<file path="config.mk">
export PLATFORM = sky130hd
export DESIGN_NAME = fsg_top
export DESIGN_NICKNAME = d
export VERILOG_FILES = /design/src/fsg_pkg.sv /design/src/fsg_log_mem.sv /design/src/fsg_top.sv
export SDC_FILE = /design/constraint.sdc
export NUM_CORES = 2
export LEC_CHECK = 0
export ABC_AREA = 1
export ABC_CLOCK_PERIOD_IN_PS = 19050
export BUFFER_PORTS_ARGS = -buffer_cell sky130_fd_sc_hd__buf_2
export CAP_MARGIN = 40
export CORE_UTILIZATION = 30
export DETAILED_ROUTE_END_ITERATION = 8
export PLACE_DENSITY = 0.46
export SLEW_MARGIN = 20
export SYNTH_ARGS = -nofsm -noshare
export SYNTH_HDL_FRONTEND = slang
export SYNTH_SLANG_ARGS = --single-unit
</file>
<file path="constraint.sdc">
create_clock -name clk -period 19.05 [get_ports clk]
set_input_delay 3.81 -clock clk [delete_from_list [all_inputs] [get_ports clk]]
set_output_delay 3.81 -clock clk [all_outputs]
set_load 0.005 [all_outputs]
</file>
<file path="src/fsg_pkg.sv">
// constants, field layouts and carrier types of the frequent start guard
// assumes a single 50 MHz clock domain and a plain strobe register port
// Function
// - Motor counts as hot when used thermal capacity exceeds hot limit, default 70.0%.
// - Cold safe stall time, default 20.0 s; zero means use the hot stall time.
// - Hot safe stall time, default 15.0 s, used while the motor is hot.
// - Allowed starts per window for a cold motor, default three.
// - Allowed starts per window for a hot motor, default two.
// - Start window length in whole hours, default one hour.
// - Minimum interval between starts, 0.1 s steps, default 20.0 s.
// - Alarm while exactly one start remains available.
// - Restart inhibit when all starts used, held until one start is available.
// - Blocked output while enabled and the blocking input is active.
// - One ON and one OFF event per edge of alarm, inhibit and blocked.
// - Twelve newest time-stamped records with inhibit time, since-start and starts used.
// - Motor data settings kept in one store shared with other functions.
// - Hot/cold separation only while thermal overload function supplies capacity.
// - Each start adds stall time; counter decays at stall time times allowed starts per window.
// - Inhibit also when a start follows the previous sooner than minimum interval.
// - Condition code: 0 normal, 1 start, 2 trip, 3 blocked.
package fsg_pkg;

    // ======================================================================
    // timing
    localparam int unsigned CLK_HZ       = 50_000_000;
    localparam int unsigned TICK_MS      = 1;
    localparam int unsigned MS_CYC_DEF   = CLK_HZ / 1000 * TICK_MS;
    localparam int unsigned DS_MS        = 100;
    localparam int unsigned HOUR_DS      = 36000;

    // ======================================================================
    // register byte offsets
    localparam logic [7:0] OFS_CTRL      = 8'h00;
    localparam logic [7:0] OFS_HOT_LIM   = 8'h04;
    localparam logic [7:0] OFS_STALL_C   = 8'h08;
    localparam logic [7:0] OFS_STALL_H   = 8'h0C;
    localparam logic [7:0] OFS_STARTS_C  = 8'h10;
    localparam logic [7:0] OFS_STARTS_H  = 8'h14;
    localparam logic [7:0] OFS_WINDOW    = 8'h18;
    localparam logic [7:0] OFS_MIN_INT   = 8'h1C;
    localparam logic [7:0] OFS_STATUS    = 8'h20;
    localparam logic [7:0] OFS_IRQ_STS   = 8'h24;
    localparam logic [7:0] OFS_IRQ_MSK   = 8'h28;
    localparam logic [7:0] OFS_LOG_SEL   = 8'h2C;
    localparam logic [7:0] OFS_LOG_TSL   = 8'h30;
    localparam logic [7:0] OFS_LOG_TSH   = 8'h34;
    localparam logic [7:0] OFS_LOG_EVT   = 8'h38;
    localparam logic [7:0] OFS_LOG_INH   = 8'h3C;
    localparam logic [7:0] OFS_LOG_SINCE = 8'h40;

    // ======================================================================
    // reset values
    localparam logic        RST_ENABLE   = 1'b0;
    localparam logic [9:0]  RST_HOT_LIM  = 10'h2BC;
    localparam logic [12:0] RST_STALL_C  = 13'h00C8;
    localparam logic [12:0] RST_STALL_H  = 13'h0096;
    localparam logic [6:0]  RST_STARTS_C = 7'h03;
    localparam logic [6:0]  RST_STARTS_H = 7'h02;
    localparam logic [6:0]  RST_WINDOW   = 7'h01;
    localparam logic [12:0] RST_MIN_INT  = 13'h00C8;

    // ======================================================================
    // status field positions
    localparam int ST_ALARM   = 0;
    localparam int ST_INHIBIT = 1;
    localparam int ST_BLOCKED = 2;
    localparam int ST_COND    = 3;
    localparam int ST_HOT     = 5;
    localparam int ST_USED    = 8;

    localparam int LOG_DEPTH  = 12;
    localparam int NUM_EVT    = 6;

    typedef enum logic [1:0] {
        FSG_COND_NORMAL  = 2'b00,
        FSG_COND_START   = 2'b01,
        FSG_COND_TRIP    = 2'b10,
        FSG_COND_BLOCKED = 2'b11
    } fsg_cond_t;

    // event codes: bit pairs ON/OFF per output
    typedef enum logic [2:0] {
        FSG_EV_ALARM_ON   = 3'b000,
        FSG_EV_ALARM_OFF  = 3'b001,
        FSG_EV_INHIBIT_ON = 3'b010,
        FSG_EV_INHIBIT_OFF= 3'b011,
        FSG_EV_BLOCKED_ON = 3'b100,
        FSG_EV_BLOCKED_OFF= 3'b101
    } fsg_evt_t;

    typedef struct packed {
        logic [9:0]  hot_limit;
        logic [12:0] stall_cold;
        logic [12:0] stall_hot;
        logic [6:0]  starts_cold;
        logic [6:0]  starts_hot;
        logic [6:0]  window_h;
        logic [12:0] min_interval;
    } fsg_cfg_t;

    typedef struct packed {
        logic [47:0] ts_ms;
        logic [2:0]  evt;
        logic [7:0]  used;
        logic [23:0] inh_ds;
        logic [23:0] since_ds;
    } fsg_rec_t;

endpackage

</file>
<file path="src/fsg_log_mem.sv">
// twelve-entry record store for the start guard log
// assumes one write and one registered read per clock
`timescale 1ns/1ps
`default_nettype none
module fsg_log_mem
    import fsg_pkg::*;
(
    // clock
    input  wire logic     clk,
    // write side
    input  wire logic     we,
    input  wire logic [3:0] waddr,
    input  wire fsg_rec_t wdata,
    // read side
    input  wire logic [3:0] raddr,
    output fsg_rec_t      rdata
);
    fsg_rec_t mem [LOG_DEPTH];
    fsg_rec_t rdata_ff;

    // no reset: contents are only valid up to the fill count
    always_ff @(posedge clk) begin
        if (we) begin
            mem[waddr] <= wdata;
        end
        rdata_ff <= mem[raddr];
    end

    assign rdata = rdata_ff;
endmodule
`default_nettype wire

</file>
<file path="src/fsg_top.sv">
// frequent start guard: start stress counter, alarm, inhibit, events, log
// assumes motor status and thermal inputs come from logic on clk
`timescale 1ns/1ps
`default_nettype none
module fsg_top
    import fsg_pkg::*;
#(
    parameter int unsigned MS_CYCLES = MS_CYC_DEF
)(
    // clock and reset
    input  wire logic        clk,
    input  wire logic        rst,
    // register port
    input  wire logic [7:0]  addr,
    input  wire logic [31:0] wdata,
    input  wire logic        wr,
    input  wire logic        rd,
    output logic [31:0]      rdata,
    // motor and thermal status
    input  wire logic        motor_start_detected,
    input  wire logic        block_in,
    input  wire logic        thermal_active,
    input  wire logic [9:0]  theta_pm,
    // protection outputs
    output logic             alarm,
    output logic             inhibit,
    output logic             blocked,
    output fsg_cond_t        condition,
    output logic [5:0]       start_guard_event_block,
    output logic             irq,
    // shared motor data
    output fsg_cfg_t         motor_cfg
);
    // ======================================================================
    // helpers
    function automatic logic hit(input logic [7:0] a, input logic [7:0] ofs);
        return a == ofs;
    endfunction

    function automatic logic [3:0] log_phys(input logic [3:0] wp, input logic [3:0] sel);
        logic [4:0] t;
        t = 5'(wp) + 5'(LOG_DEPTH - 1) - 5'(sel);
        if (t >= 5'(LOG_DEPTH)) begin
            t = t - 5'(LOG_DEPTH);
        end
        return t[3:0];
    endfunction

    // ======================================================================
    // time base
    logic [31:0] ms_cnt_ff, nxt_ms_cnt;
    logic [6:0]  ds_cnt_ff, nxt_ds_cnt;
    logic [47:0] ts_ff, nxt_ts;
    logic        ms_tick, ds_tick;

    always_comb begin
        ms_tick    = ms_cnt_ff == MS_CYCLES - 1;
        ds_tick    = ms_tick && ds_cnt_ff == 7'(DS_MS - 1);
        nxt_ms_cnt = ms_tick ? 32'h0000_0000 : ms_cnt_ff + 32'h0000_0001;
        nxt_ds_cnt = ds_tick ? 7'h00 : (ms_tick ? ds_cnt_ff + 7'h01 : ds_cnt_ff);
        nxt_ts     = ms_tick ? ts_ff + 48'h0000_0000_0001 : ts_ff;
    end

    always_ff @(posedge clk or posedge rst) begin
        if (rst) begin
            ms_cnt_ff <= 32'h0000_0000;
            ds_cnt_ff <= 7'h00;
            ts_ff     <= 48'h0000_0000_0000;
        end else begin
            ms_cnt_ff <= nxt_ms_cnt;
            ds_cnt_ff <= nxt_ds_cnt;
            ts_ff     <= nxt_ts;
        end
    end

    // ======================================================================
    // settings store
    fsg_cfg_t    cfg_ff, nxt_cfg;
    logic        en_ff, nxt_en;
    logic [5:0]  ists_ff, nxt_ists, imsk_ff, nxt_imsk;
    logic [3:0]  sel_ff, nxt_sel;
    logic [5:0]  evt_ff;

    always_comb begin
        nxt_cfg  = cfg_ff;
        nxt_en   = en_ff;
        nxt_imsk = imsk_ff;
        nxt_sel  = sel_ff;
        if (wr) begin
            if (hit(addr, OFS_CTRL))     nxt_en               = wdata[0];
            if (hit(addr, OFS_HOT_LIM))  nxt_cfg.hot_limit    = wdata[9:0];
            if (hit(addr, OFS_STALL_C))  nxt_cfg.stall_cold   = wdata[12:0];
            if (hit(addr, OFS_STALL_H))  nxt_cfg.stall_hot    = wdata[12:0];
            if (hit(addr, OFS_STARTS_C)) nxt_cfg.starts_cold  = wdata[6:0];
            if (hit(addr, OFS_STARTS_H)) nxt_cfg.starts_hot   = wdata[6:0];
            if (hit(addr, OFS_WINDOW))   nxt_cfg.window_h     = wdata[6:0];
            if (hit(addr, OFS_MIN_INT))  nxt_cfg.min_interval = wdata[12:0];
            if (hit(addr, OFS_IRQ_MSK))  nxt_imsk             = wdata[5:0];
            if (hit(addr, OFS_LOG_SEL) && wdata[3:0] < 4'(LOG_DEPTH)) nxt_sel = wdata[3:0];
        end
        // new events win over a same-cycle clear
        nxt_ists = ists_ff;
        if (wr && hit(addr, OFS_IRQ_STS)) begin
            nxt_ists = ists_ff & ~wdata[5:0];
        end
        nxt_ists = nxt_ists | evt_ff;
    end

    always_ff @(posedge clk or posedge rst) begin
        if (rst) begin
            cfg_ff  <= '{RST_HOT_LIM, RST_STALL_C, RST_STALL_H, RST_STARTS_C,
                         RST_STARTS_H, RST_WINDOW, RST_MIN_INT};
            en_ff   <= RST_ENABLE;
            ists_ff <= 6'h00;
            imsk_ff <= 6'h00;
            sel_ff  <= 4'h0;
        end else begin
            cfg_ff  <= nxt_cfg;
            en_ff   <= nxt_en;
            ists_ff <= nxt_ists;
            imsk_ff <= nxt_imsk;
            sel_ff  <= nxt_sel;
        end
    end

    assign motor_cfg = cfg_ff;
    assign irq       = |(ists_ff & imsk_ff);

    // ======================================================================
    // start stress counter
    logic        hot;
    logic [12:0] stall, stall_cold_eff;
    logic [6:0]  allowed;
    logic [22:0] win_ds;
    logic [35:0] unit;
    logic [19:0] step;
    logic        start_pulse;
    logic        mst_q_ff;
    logic [43:0] cnt_ff, nxt_cnt, used_floor;
    logic [7:0]  used_ff, nxt_used;
    logic [23:0] since_ff, nxt_since, inh_ds_ff, nxt_inh_ds;
    logic        seen_ff, nxt_seen, int_inh_ff, nxt_int_inh;

    always_comb begin
        hot            = thermal_active && (theta_pm > cfg_ff.hot_limit);
        stall_cold_eff = (cfg_ff.stall_cold == 13'h0000) ? cfg_ff.stall_hot
                                                         : cfg_ff.stall_cold;
        stall          = hot ? cfg_ff.stall_hot : stall_cold_eff;
        allowed        = hot ? cfg_ff.starts_hot : cfg_ff.starts_cold;
        // widen before multiplying: long windows and stall times overflow the operand widths
        win_ds         = 23'(cfg_ff.window_h) * 23'(HOUR_DS);
        unit           = 36'(stall) * 36'(win_ds);
        step           = 20'(stall) * 20'(allowed);
        start_pulse    = motor_start_detected && !mst_q_ff;
        used_floor     = (used_ff == 8'h00) ? 44'h000_0000_0000
                                            : 44'(used_ff - 8'h01) * 44'(unit);
        // scaled by window: one start adds stall*window, each 0.1 s drains stall*allowed
        nxt_cnt = cnt_ff;
        if (start_pulse) begin
            nxt_cnt = cnt_ff + 44'(unit);
        end else if (ds_tick) begin
            nxt_cnt = (cnt_ff > 44'(step)) ? cnt_ff - 44'(step) : 44'h000_0000_0000;
        end
        nxt_used = used_ff;
        if (start_pulse) begin
            nxt_used = (used_ff == 8'hFF) ? used_ff : used_ff + 8'h01;
        end else if (used_ff != 8'h00 && cnt_ff <= used_floor) begin
            nxt_used = used_ff - 8'h01;
        end
        nxt_since = since_ff;
        if (start_pulse) begin
            nxt_since = 24'h00_0000;
        end else if (ds_tick && since_ff != 24'hFF_FFFF) begin
            nxt_since = since_ff + 24'h00_0001;
        end
        nxt_seen    = seen_ff || start_pulse;
        nxt_int_inh = int_inh_ff;
        if (start_pulse && seen_ff && since_ff < 24'(cfg_ff.min_interval)) begin
            nxt_int_inh = 1'b1;
        end else if (!start_pulse && since_ff >= 24'(cfg_ff.min_interval)) begin
            nxt_int_inh = 1'b0;
        end
        nxt_inh_ds = inh_ds_ff;
        if (!inhibit) begin
            nxt_inh_ds = 24'h00_0000;
        end else if (ds_tick && inh_ds_ff != 24'hFF_FFFF) begin
            nxt_inh_ds = inh_ds_ff + 24'h00_0001;
        end
    end

    always_ff @(posedge clk or posedge rst) begin
        if (rst) begin
            mst_q_ff   <= 1'b0;
            cnt_ff     <= 44'h000_0000_0000;
            used_ff    <= 8'h00;
            since_ff   <= 24'hFF_FFFF;
            seen_ff    <= 1'b0;
            int_inh_ff <= 1'b0;
            inh_ds_ff  <= 24'h00_0000;
        end else begin
            mst_q_ff   <= motor_start_detected;
            cnt_ff     <= nxt_cnt;
            used_ff    <= nxt_used;
            since_ff   <= nxt_since;
            seen_ff    <= nxt_seen;
            int_inh_ff <= nxt_int_inh;
            inh_ds_ff  <= nxt_inh_ds;
        end
    end

    // ======================================================================
    // outputs and events
    logic [2:0] out_ff, nxt_out;
    logic [5:0] nxt_evt;
    logic       cnt_inh;

    always_comb begin
        cnt_inh    = 8'(allowed) <= used_ff;
        nxt_out[0] = en_ff && !block_in && !cnt_inh && !int_inh_ff
                     && (8'(allowed) == used_ff + 8'h01);
        nxt_out[1] = en_ff && !block_in && (cnt_inh || int_inh_ff);
        nxt_out[2] = en_ff && block_in;
    end

    // ON in the even bit, OFF in the odd bit of each pair
    for (genvar g = 0; g < 3; g++) begin : g_edge
        assign nxt_evt[2*g]   =  nxt_out[g] && !out_ff[g];
        assign nxt_evt[2*g+1] = !nxt_out[g] &&  out_ff[g];
    end

    always_ff @(posedge clk or posedge rst) begin
        if (rst) begin
            out_ff <= 3'b000;
            evt_ff <= 6'h00;
        end else begin
            out_ff <= nxt_out;
            evt_ff <= nxt_evt;
        end
    end

    assign alarm                   = out_ff[0];
    assign inhibit                 = out_ff[1];
    assign blocked                 = out_ff[2];
    assign start_guard_event_block = evt_ff;
    always_comb begin
        if (blocked)      condition = FSG_COND_BLOCKED;
        else if (inhibit) condition = FSG_COND_TRIP;
        else if (alarm)   condition = FSG_COND_START;
        else              condition = FSG_COND_NORMAL;
    end

    // ======================================================================
    // event log: simultaneous events queue up, one record per cycle
    logic [5:0] pend_ff, nxt_pend, grant;
    logic [2:0] gidx;
    logic [3:0] wptr_ff, nxt_wptr;
    logic [3:0] fill_ff, nxt_fill;
    fsg_rec_t   rec, log_q;

    always_comb begin
        grant = pend_ff & (~pend_ff + 6'h01);
        gidx  = 3'h0;
        for (int i = NUM_EVT - 1; i >= 0; i--) begin
            if (grant[i]) gidx = 3'(i);
        end
        nxt_pend = (pend_ff & ~grant) | evt_ff;
        rec      = '{ts_ff, gidx, used_ff, inh_ds_ff, since_ff};
        nxt_wptr = wptr_ff;
        nxt_fill = fill_ff;
        if (|pend_ff) begin
            nxt_wptr = (wptr_ff == 4'(LOG_DEPTH - 1)) ? 4'h0 : wptr_ff + 4'h1;
            nxt_fill = (fill_ff == 4'(LOG_DEPTH)) ? fill_ff : fill_ff + 4'h1;
        end
    end

    always_ff @(posedge clk or posedge rst) begin
        if (rst) begin
            pend_ff <= 6'h00;
            wptr_ff <= 4'h0;
            fill_ff <= 4'h0;
        end else begin
            pend_ff <= nxt_pend;
            wptr_ff <= nxt_wptr;
            fill_ff <= nxt_fill;
        end
    end

    fsg_log_mem u_log (
        .clk   (clk),
        .we    (|pend_ff),
        .waddr (wptr_ff),
        .wdata (rec),
        .raddr (log_phys(wptr_ff, sel_ff)),
        .rdata (log_q)
    );

    // ======================================================================
    // register read
    logic [31:0] rreg_ff, nxt_rreg;
    logic [7:0]  raddr_ff;
    logic        rlog_ff, nxt_rlog;
    logic [31:0] log_word;

    always_comb begin
        nxt_rreg = 32'h0000_0000;
        nxt_rlog = 1'b0;
        if (rd) begin
            unique case (addr)
                OFS_CTRL:     nxt_rreg = {31'h0000_0000, en_ff};
                OFS_HOT_LIM:  nxt_rreg = 32'(cfg_ff.hot_limit);
                OFS_STALL_C:  nxt_rreg = 32'(cfg_ff.stall_cold);
                OFS_STALL_H:  nxt_rreg = 32'(cfg_ff.stall_hot);
                OFS_STARTS_C: nxt_rreg = 32'(cfg_ff.starts_cold);
                OFS_STARTS_H: nxt_rreg = 32'(cfg_ff.starts_hot);
                OFS_WINDOW:   nxt_rreg = 32'(cfg_ff.window_h);
                OFS_MIN_INT:  nxt_rreg = 32'(cfg_ff.min_interval);
                OFS_STATUS:   nxt_rreg = {16'h0000, used_ff, 2'b00, hot, condition, out_ff};
                OFS_IRQ_STS:  nxt_rreg = 32'(ists_ff);
                OFS_IRQ_MSK:  nxt_rreg = 32'(imsk_ff);
                OFS_LOG_SEL:  nxt_rreg = {20'h0_0000, fill_ff, 4'h0, sel_ff};
                OFS_LOG_TSL, OFS_LOG_TSH, OFS_LOG_EVT, OFS_LOG_INH, OFS_LOG_SINCE:
                              nxt_rlog = sel_ff < fill_ff;
                default:      nxt_rreg = 32'h0000_0000;
            endcase
        end
        unique case (raddr_ff)
            OFS_LOG_TSL: log_word = log_q.ts_ms[31:0];
            OFS_LOG_TSH: log_word = {16'h0000, log_q.ts_ms[47:32]};
            OFS_LOG_EVT: log_word = {16'h0000, log_q.used, 5'h00, log_q.evt};
            OFS_LOG_INH: log_word = {8'h00, log_q.inh_ds};
            default:     log_word = {8'h00, log_q.since_ds};
        endcase
    end

    always_ff @(posedge clk or posedge rst) begin
        if (rst) begin
            rreg_ff  <= 32'h0000_0000;
            raddr_ff <= 8'h00;
            rlog_ff  <= 1'b0;
        end else begin
            rreg_ff  <= nxt_rreg;
            raddr_ff <= addr;
            rlog_ff  <= nxt_rlog;
        end
    end

    assign rdata = rlog_ff ? log_word : rreg_ff;
endmodule
`default_nettype wire

</file>
Word level (Yosys, flattened, before mapping)
Memory sizes are Yosys's and may differ from the RTL's. A register that Yosys moved wholly into a read port is not among the register bits.
Index checks and enable logic that the tools add are counted.
W data, S select, Z words.
Cells by class
  add/sub/neg operators: 16
  multipliers: 4
  $lt $le $gt $ge: 9
  eq/ne operators: 30
  muxes and demuxes: 39
  bitwise gates (word level): 10
  reduce and logical (&&, ||, !) cells: 60
Operators by type and width (count)
  $pmux W16 S12: 1
  $mux W44: 4
  $pmux W32 S4: 1
  $eq A8 B6 Y1 const B: 12
  $mux W24: 4
  $mux W32: 2
  $add A24 B1 Y24 const B: 2
  $add A48 B1 Y48 const B: 1
  $ne A24 B24 Y1 const B: 2
  $add A44 B36 Y44: 1
  $gt A44 B20 Y1: 1
  $le A44 B44 Y1: 1
  $mul A44 B31 Y39: 1
  $sub A44 B20 Y44: 1
  $add A32 B1 Y32 const B: 1
  $eq A32 B16 Y1 const B: 1
  $eq A8 B5 Y1 const B: 4
  $mul A13 B18 Y31: 1
  $mux W13: 2
  $and A6 B6 Y6: 4
  $ge A24 B13 Y1: 1
  $lt A24 B13 Y1: 1
  $mux W8: 3
  $reduce_and A2 Y1: 12
  other kinds (44): 104
Word-level totals
  register bits after elaboration: 341
  memory bits (writable): 1284
  input bits: 57
  output and inout bits: 114
  memories kept: 1
Memory list
  u_log.mem: words 12, bits a word 107, rd ports 1, clocked after memory_dff 1, write ports 1, RTL line fsg_log_mem.sv:18  | fsg_rec_t mem [LOG_DEPTH];

Longest topological paths before layout
  depth in word-level cells: 10
  mapped depth: 79

Cells and area by module
From an unflattened synthesis, not the netlist that was laid out.
Unflattened totals
  cells, all modules: 11267
  area total of the unflattened synthesis: 103928.4 µm²
By module, submodules not included
  fsg_log_mem: times used 1, cells an instance 4888, area each 55643.4 µm², sequential area each 40699.0 µm²
  fsg_top: times used 1, cells an instance 6379, area each 48285.1 µm², sequential area each 8187.9 µm²

Least setup slack after synthesis
No wires, ideal clock.
  kind: input-to-reg
  from: in theta_pm[7]
  to: reg used_ff[2]
  setup time: 0.131 ns
  arrival time: 17.329 ns
  path slack: 1.590 ns
  stages on the path: 66
  path buffers: 4
  cells stage by stage: ha_1 -> a21oi_1 -> nor2_1 -> a211oi_1 -> o211ai_1 -> nand2_1 -> buf_2 -> buf_2 -> nand2_1 -> nand2_1 -> clkbuf_1 -> nor2_1 -> fa_1 -> inv_1 -> fa_1 -> inv_1 -> fa_1 -> inv_1 -> [30 not listed] -> nand2_1 -> a21o_1 -> a21oi_1 -> or2_2 -> nand3_1 -> ha_1 -> nand4_1 -> nor2_1 -> inv_1 -> nor3_1 -> nand3_1 -> nand3_1 -> nand2_1 -> nand2_1 -> nand2_1 -> clkbuf_1 -> nand2_1 -> o21ai_0
Between the ends
  longest elaborated chain between the ends: 10
Ends and longest elaborated chain
  start, declared: RTL line fsg_top.sv:23  | input wire logic [9:0] theta_pm,
  $gt A10 B10 Y1: RTL line fsg_top.sv:145  | hot = thermal_active && (theta_pm > cfg_ff.hot_limit);
  $logic_and A1 B1 Y1: RTL line fsg_top.sv:145
  $mux W13: RTL line fsg_top.sv:148  | stall = hot ? cfg_ff.stall_hot : stall_cold_eff;
  $mul A13 B18 Y31: RTL line fsg_top.sv:152  | unit = 36'(stall) * 36'(win_ds);
  $mul A44 B31 Y39: RTL line fsg_top.sv:156  | : 44'(used_ff - 8'h01) * 44'(unit);
  $mux W44: RTL line fsg_top.sv:155  | used_floor = (used_ff == 8'h00) ? 44'h000_0000_0000
  $le A44 B44 Y1: RTL line fsg_top.sv:167  | end else if (used_ff != 8'h00 && cnt_ff <= used_floor) begin
  $logic_and A1 B1 Y1: RTL line fsg_top.sv:167
  $reduce_bool A2 Y1 (no line)
  $reduce_and A2 Y1 (no line)
  end signal, assigned: RTL line fsg_top.sv:203  | used_ff <= nxt_used;
  end, declared: RTL line fsg_top.sv:140  | logic [7:0] used_ff, nxt_used;
No other way between the ends.
A chain may end at the register's enable or synchronous reset.

Worst setup path after layout
  from: in theta_pm[9]
  to: reg used_ff[0]
Same word-level chain as after synthesis.

==> flow_metrics.py <==
metrics = {
    "critical_path": {
        "path_delay_family": "adder cells",
        "critPathKind": "in2reg",
        "crit_path_max_incr_delay_ns": 0.60,
        "worstPathMaxFanout": 14,
        "critPathLaunchType": "input pin",
        "crit_arrival_ns": 18.86,
        "crit_top_cell": "fa_1",
        "required_ns": 19.71,
        "crit_buf_inv": 19,
        "crit_slowest_cell": "fa_1",
        "crit_path_end_kind": "register",
    },
    "outcome": {
        "outcome": "complete, no violations",
    },
    "sta": {
        "fmax_mhz": 54.9,
        "setup_tns_ns": 0,
        "clock-skew-final_ns": 0.107,
        "final.period_utilization": 0.956,
        "final_max_slew_viol_count": 0,
        "max_slew_margin": 0.365,
        "rsz0062_at_grt": "no",
        "worst_pin_slew_ns": 0.953,
        "finalCriticalPeriod_ns": 18.20,
        "finalSetupViolations": 0,
        "final_hold_viol_count": 0,
    },
    "synth": {
        "synth.largest_area_cell": "edfxtp_1",
        "ys_warn_count": 0,
        "synth_ff_type": "edfxtp_1",
        "synth_top_area_frac": 0.386,
        "syn_area_um2": 99800,
        "synth_nets": 11207,
        "async_reset_ff_frac": 0.189,
        "post_synth_inst_count": 10116,
        "avgSynthCellArea_um2": 9.86,
        "synth_edf_count": 1284,
        "synth_seq_area_share": 0.490,
        "yosysUniqueCellTypes": 66,
        "synth-seq-cells": 1716,
        "yosys-top-cells-area": "edfxtp_1, fa_1, dfrtp_1, nand2_1, ha_1",
    },
    "clocking": {
        "cts_sinks": 1716,
        "cts_made_buffers": 195,
        "clkLatencyLatePin_ns": 0.87,
        "cts_resized": 0,
        "htreeDepth": 4,
        "holdBufCountCts": 0,
        "cts.clk_slew.worst_paths_ns": 0.06,
        "cts_tree": "built",
        "postCtsSetupBuffers": 0,
        "root_buffer": "clkbuf_16",
        "clk_path_buf_depth": 4,
    },
    "finish": {
        "final_common_cell": "nand2_1",
        "fin_cells": 14839,
        "areaGrowthSynthToFinish_pct": 13.3,
        "fin_util": 0.342,
        "drive_gt1_frac": 0.0765,
        "final_cell_area_um2": 113000,
        "layout.nets": 11402,
        "final_cell_mix": "nand2_1, nor2_1, inv_1",
    },
    "route": {
        "dr.pass1.iters": 6,
        "postRouteAntennaNets": 0,
        "wirelength_mm": 313,
        "drc_errors": 0,
        "via_count": 73252,
        "via_per_inst": 4.94,
        "wire_per_inst_um": 21.1,
        "first_iter_violations": 5457,
    },
    "power_and_ir_drop": {
        "peakVddDrop_uv": 405,
        "powerDensity_nw_per_um2": 192,
        "leakagePower_uw": 0.0475,
    },
    "global_route": {
        "grt_pass1_vias": 72576,
        "grt_max_degree": 186,
        "grt_overflow": 0,
        "antenna_found_initial": 11,
        "grt_pass1_wl_mm": 468,
        "track_usage": 0.184,
    },
    "placement": {
        "placed_area_um2": 107000,
        "io_buffer_count": 151,
        "routabilityCongestion": 0.880,
        "hpwl_mm": 215,
        "post-place-cells": 14468,
    },
    "floorplanning": {
        "die_area_um2": 335000,
        "core_um2": 331000,
        "die_x_um": 579,
        "ios": 171,
        "rows": 211,
        "start_util": 0.302,
        "chipHeight_um": 579,
    },
    "worst_hold_path": {
        "min_path_type": "reg2reg",
    },
    "flow_run": {
        "maxCapViolCount": 0,
    },
}
## routing by layer
layer	GRT usage	routed length [µm]
met1	0.245	136000
met2	0.317	154000
met3	0.0187	13900
met4	0.0518	8790
met5	0	13
## sequential cells by signal (all words and copies together), names as in the netlist, 16 cells and up
name and flops:
u_log.mem 1284, u_log.rdata 107, inh_ds_ff 24, cnt_ff 44
ts_ff 48, ms_cnt_ff 32, rreg_ff 16, since_ff 24
motor_cfg 70
## path summary, 6_finish.rpt
kind / end / depth (start not counted) / slack (ns) / from
min in group asynchronous: ds_cnt_ff[3] / 2 / 2.94 / rst
worst max register to register: used_ff[0] / 69 / 1.62 / motor_cfg[15]
worst max-delay path: used_ff[0] / 67 / 0.85 / theta_pm[9]
worst min-delay path: pend_ff[0] / 0 / 0.44 / start_guard_event_block[0]
max in group asynchronous: motor_cfg[21] / 7 / 14.25 / rst
worst min register to register: pend_ff[0] / 0 / 0.44 / start_guard_event_block[0]
## cells by family (layout without fill, tap and decap cells)
family | after synthesis | in the layout | share of synthesized area
AND/OR/NAND/NOR | 3500 | 3500 | 0.142
AO/OA/AOI/OAI | 1893 | 1893 | 0.107
buffers and inverters | 1771 | 2122 | 0.0678
flip-flops | 1716 | 1716 | 0.490
adder cells (fa/ha/maj) | 1034 | 1034 | 0.176
XOR/XNOR | 199 | 199 | 0.0175
multiplexers | 3 | 3 | 0.000301
other | 0 | 6 | 0
## synthesized netlist by cell type (31+ instances only)
master and instances:
nand2_1 1563, nor3_1 101, ha_1 424, edfxtp_1 1284
a21oi_1 267, a31oi_1 150, dfstp_2 44, o21ai_0 939
nor4_1 34, nor2_1 1400, o31ai_1 40, xnor2_1 62
clkbuf_1 320, nand4_1 93, a21o_1 31, inv_1 1344
fa_1 610, buf_2 67, a221oi_1 38, o22ai_1 340
dfrtp_1 281, xor2_1 137, nand3_1 236, dfxtp_1 107
## report_power, final
part | internal [µW] | switching, µW | total (µW)
sequential | 4350 | 229 | 4580
combinational | 4360 | 9170 | 13500
clock | 2080 | 1510 | 3590
total | 10800 | 10900 | 21700
## stage by stage
step	power [µW]	hold WS, ns	worst slack, ns
2_1_floorplan	13700	0.370	1.59
3_3_place_gp	18300	0.432	0.0511
3_5_place_dp	18400	0.429	0.102
4_1_cts	22000	0.447	0.902
5_1_grt	23700	0.449	0.0147
6_report	21700	0.440	0.847
## worst register-to-register path: cells and delay by family (launching register included)
kind            cells  cell delay [ns]
compound gates      6             0.86
xor+xnor            2             0.56
fa+ha+maj          21             9.70
buf+inv            16             1.73
flops               1             0.69
simple gates       24             3.80
## area by class of cell
cell class	count	area (µm²)
fill	33621	217000
antenna	6	15.0
inverter	1367	5220
clock buffer	283	5430
clock inverter	70	571
multi-input combinational	6629	44200
sequential	1716	48900
tap	4366	5460
timing repair buffer	402	3260
(Power assumes the default switching activity.)
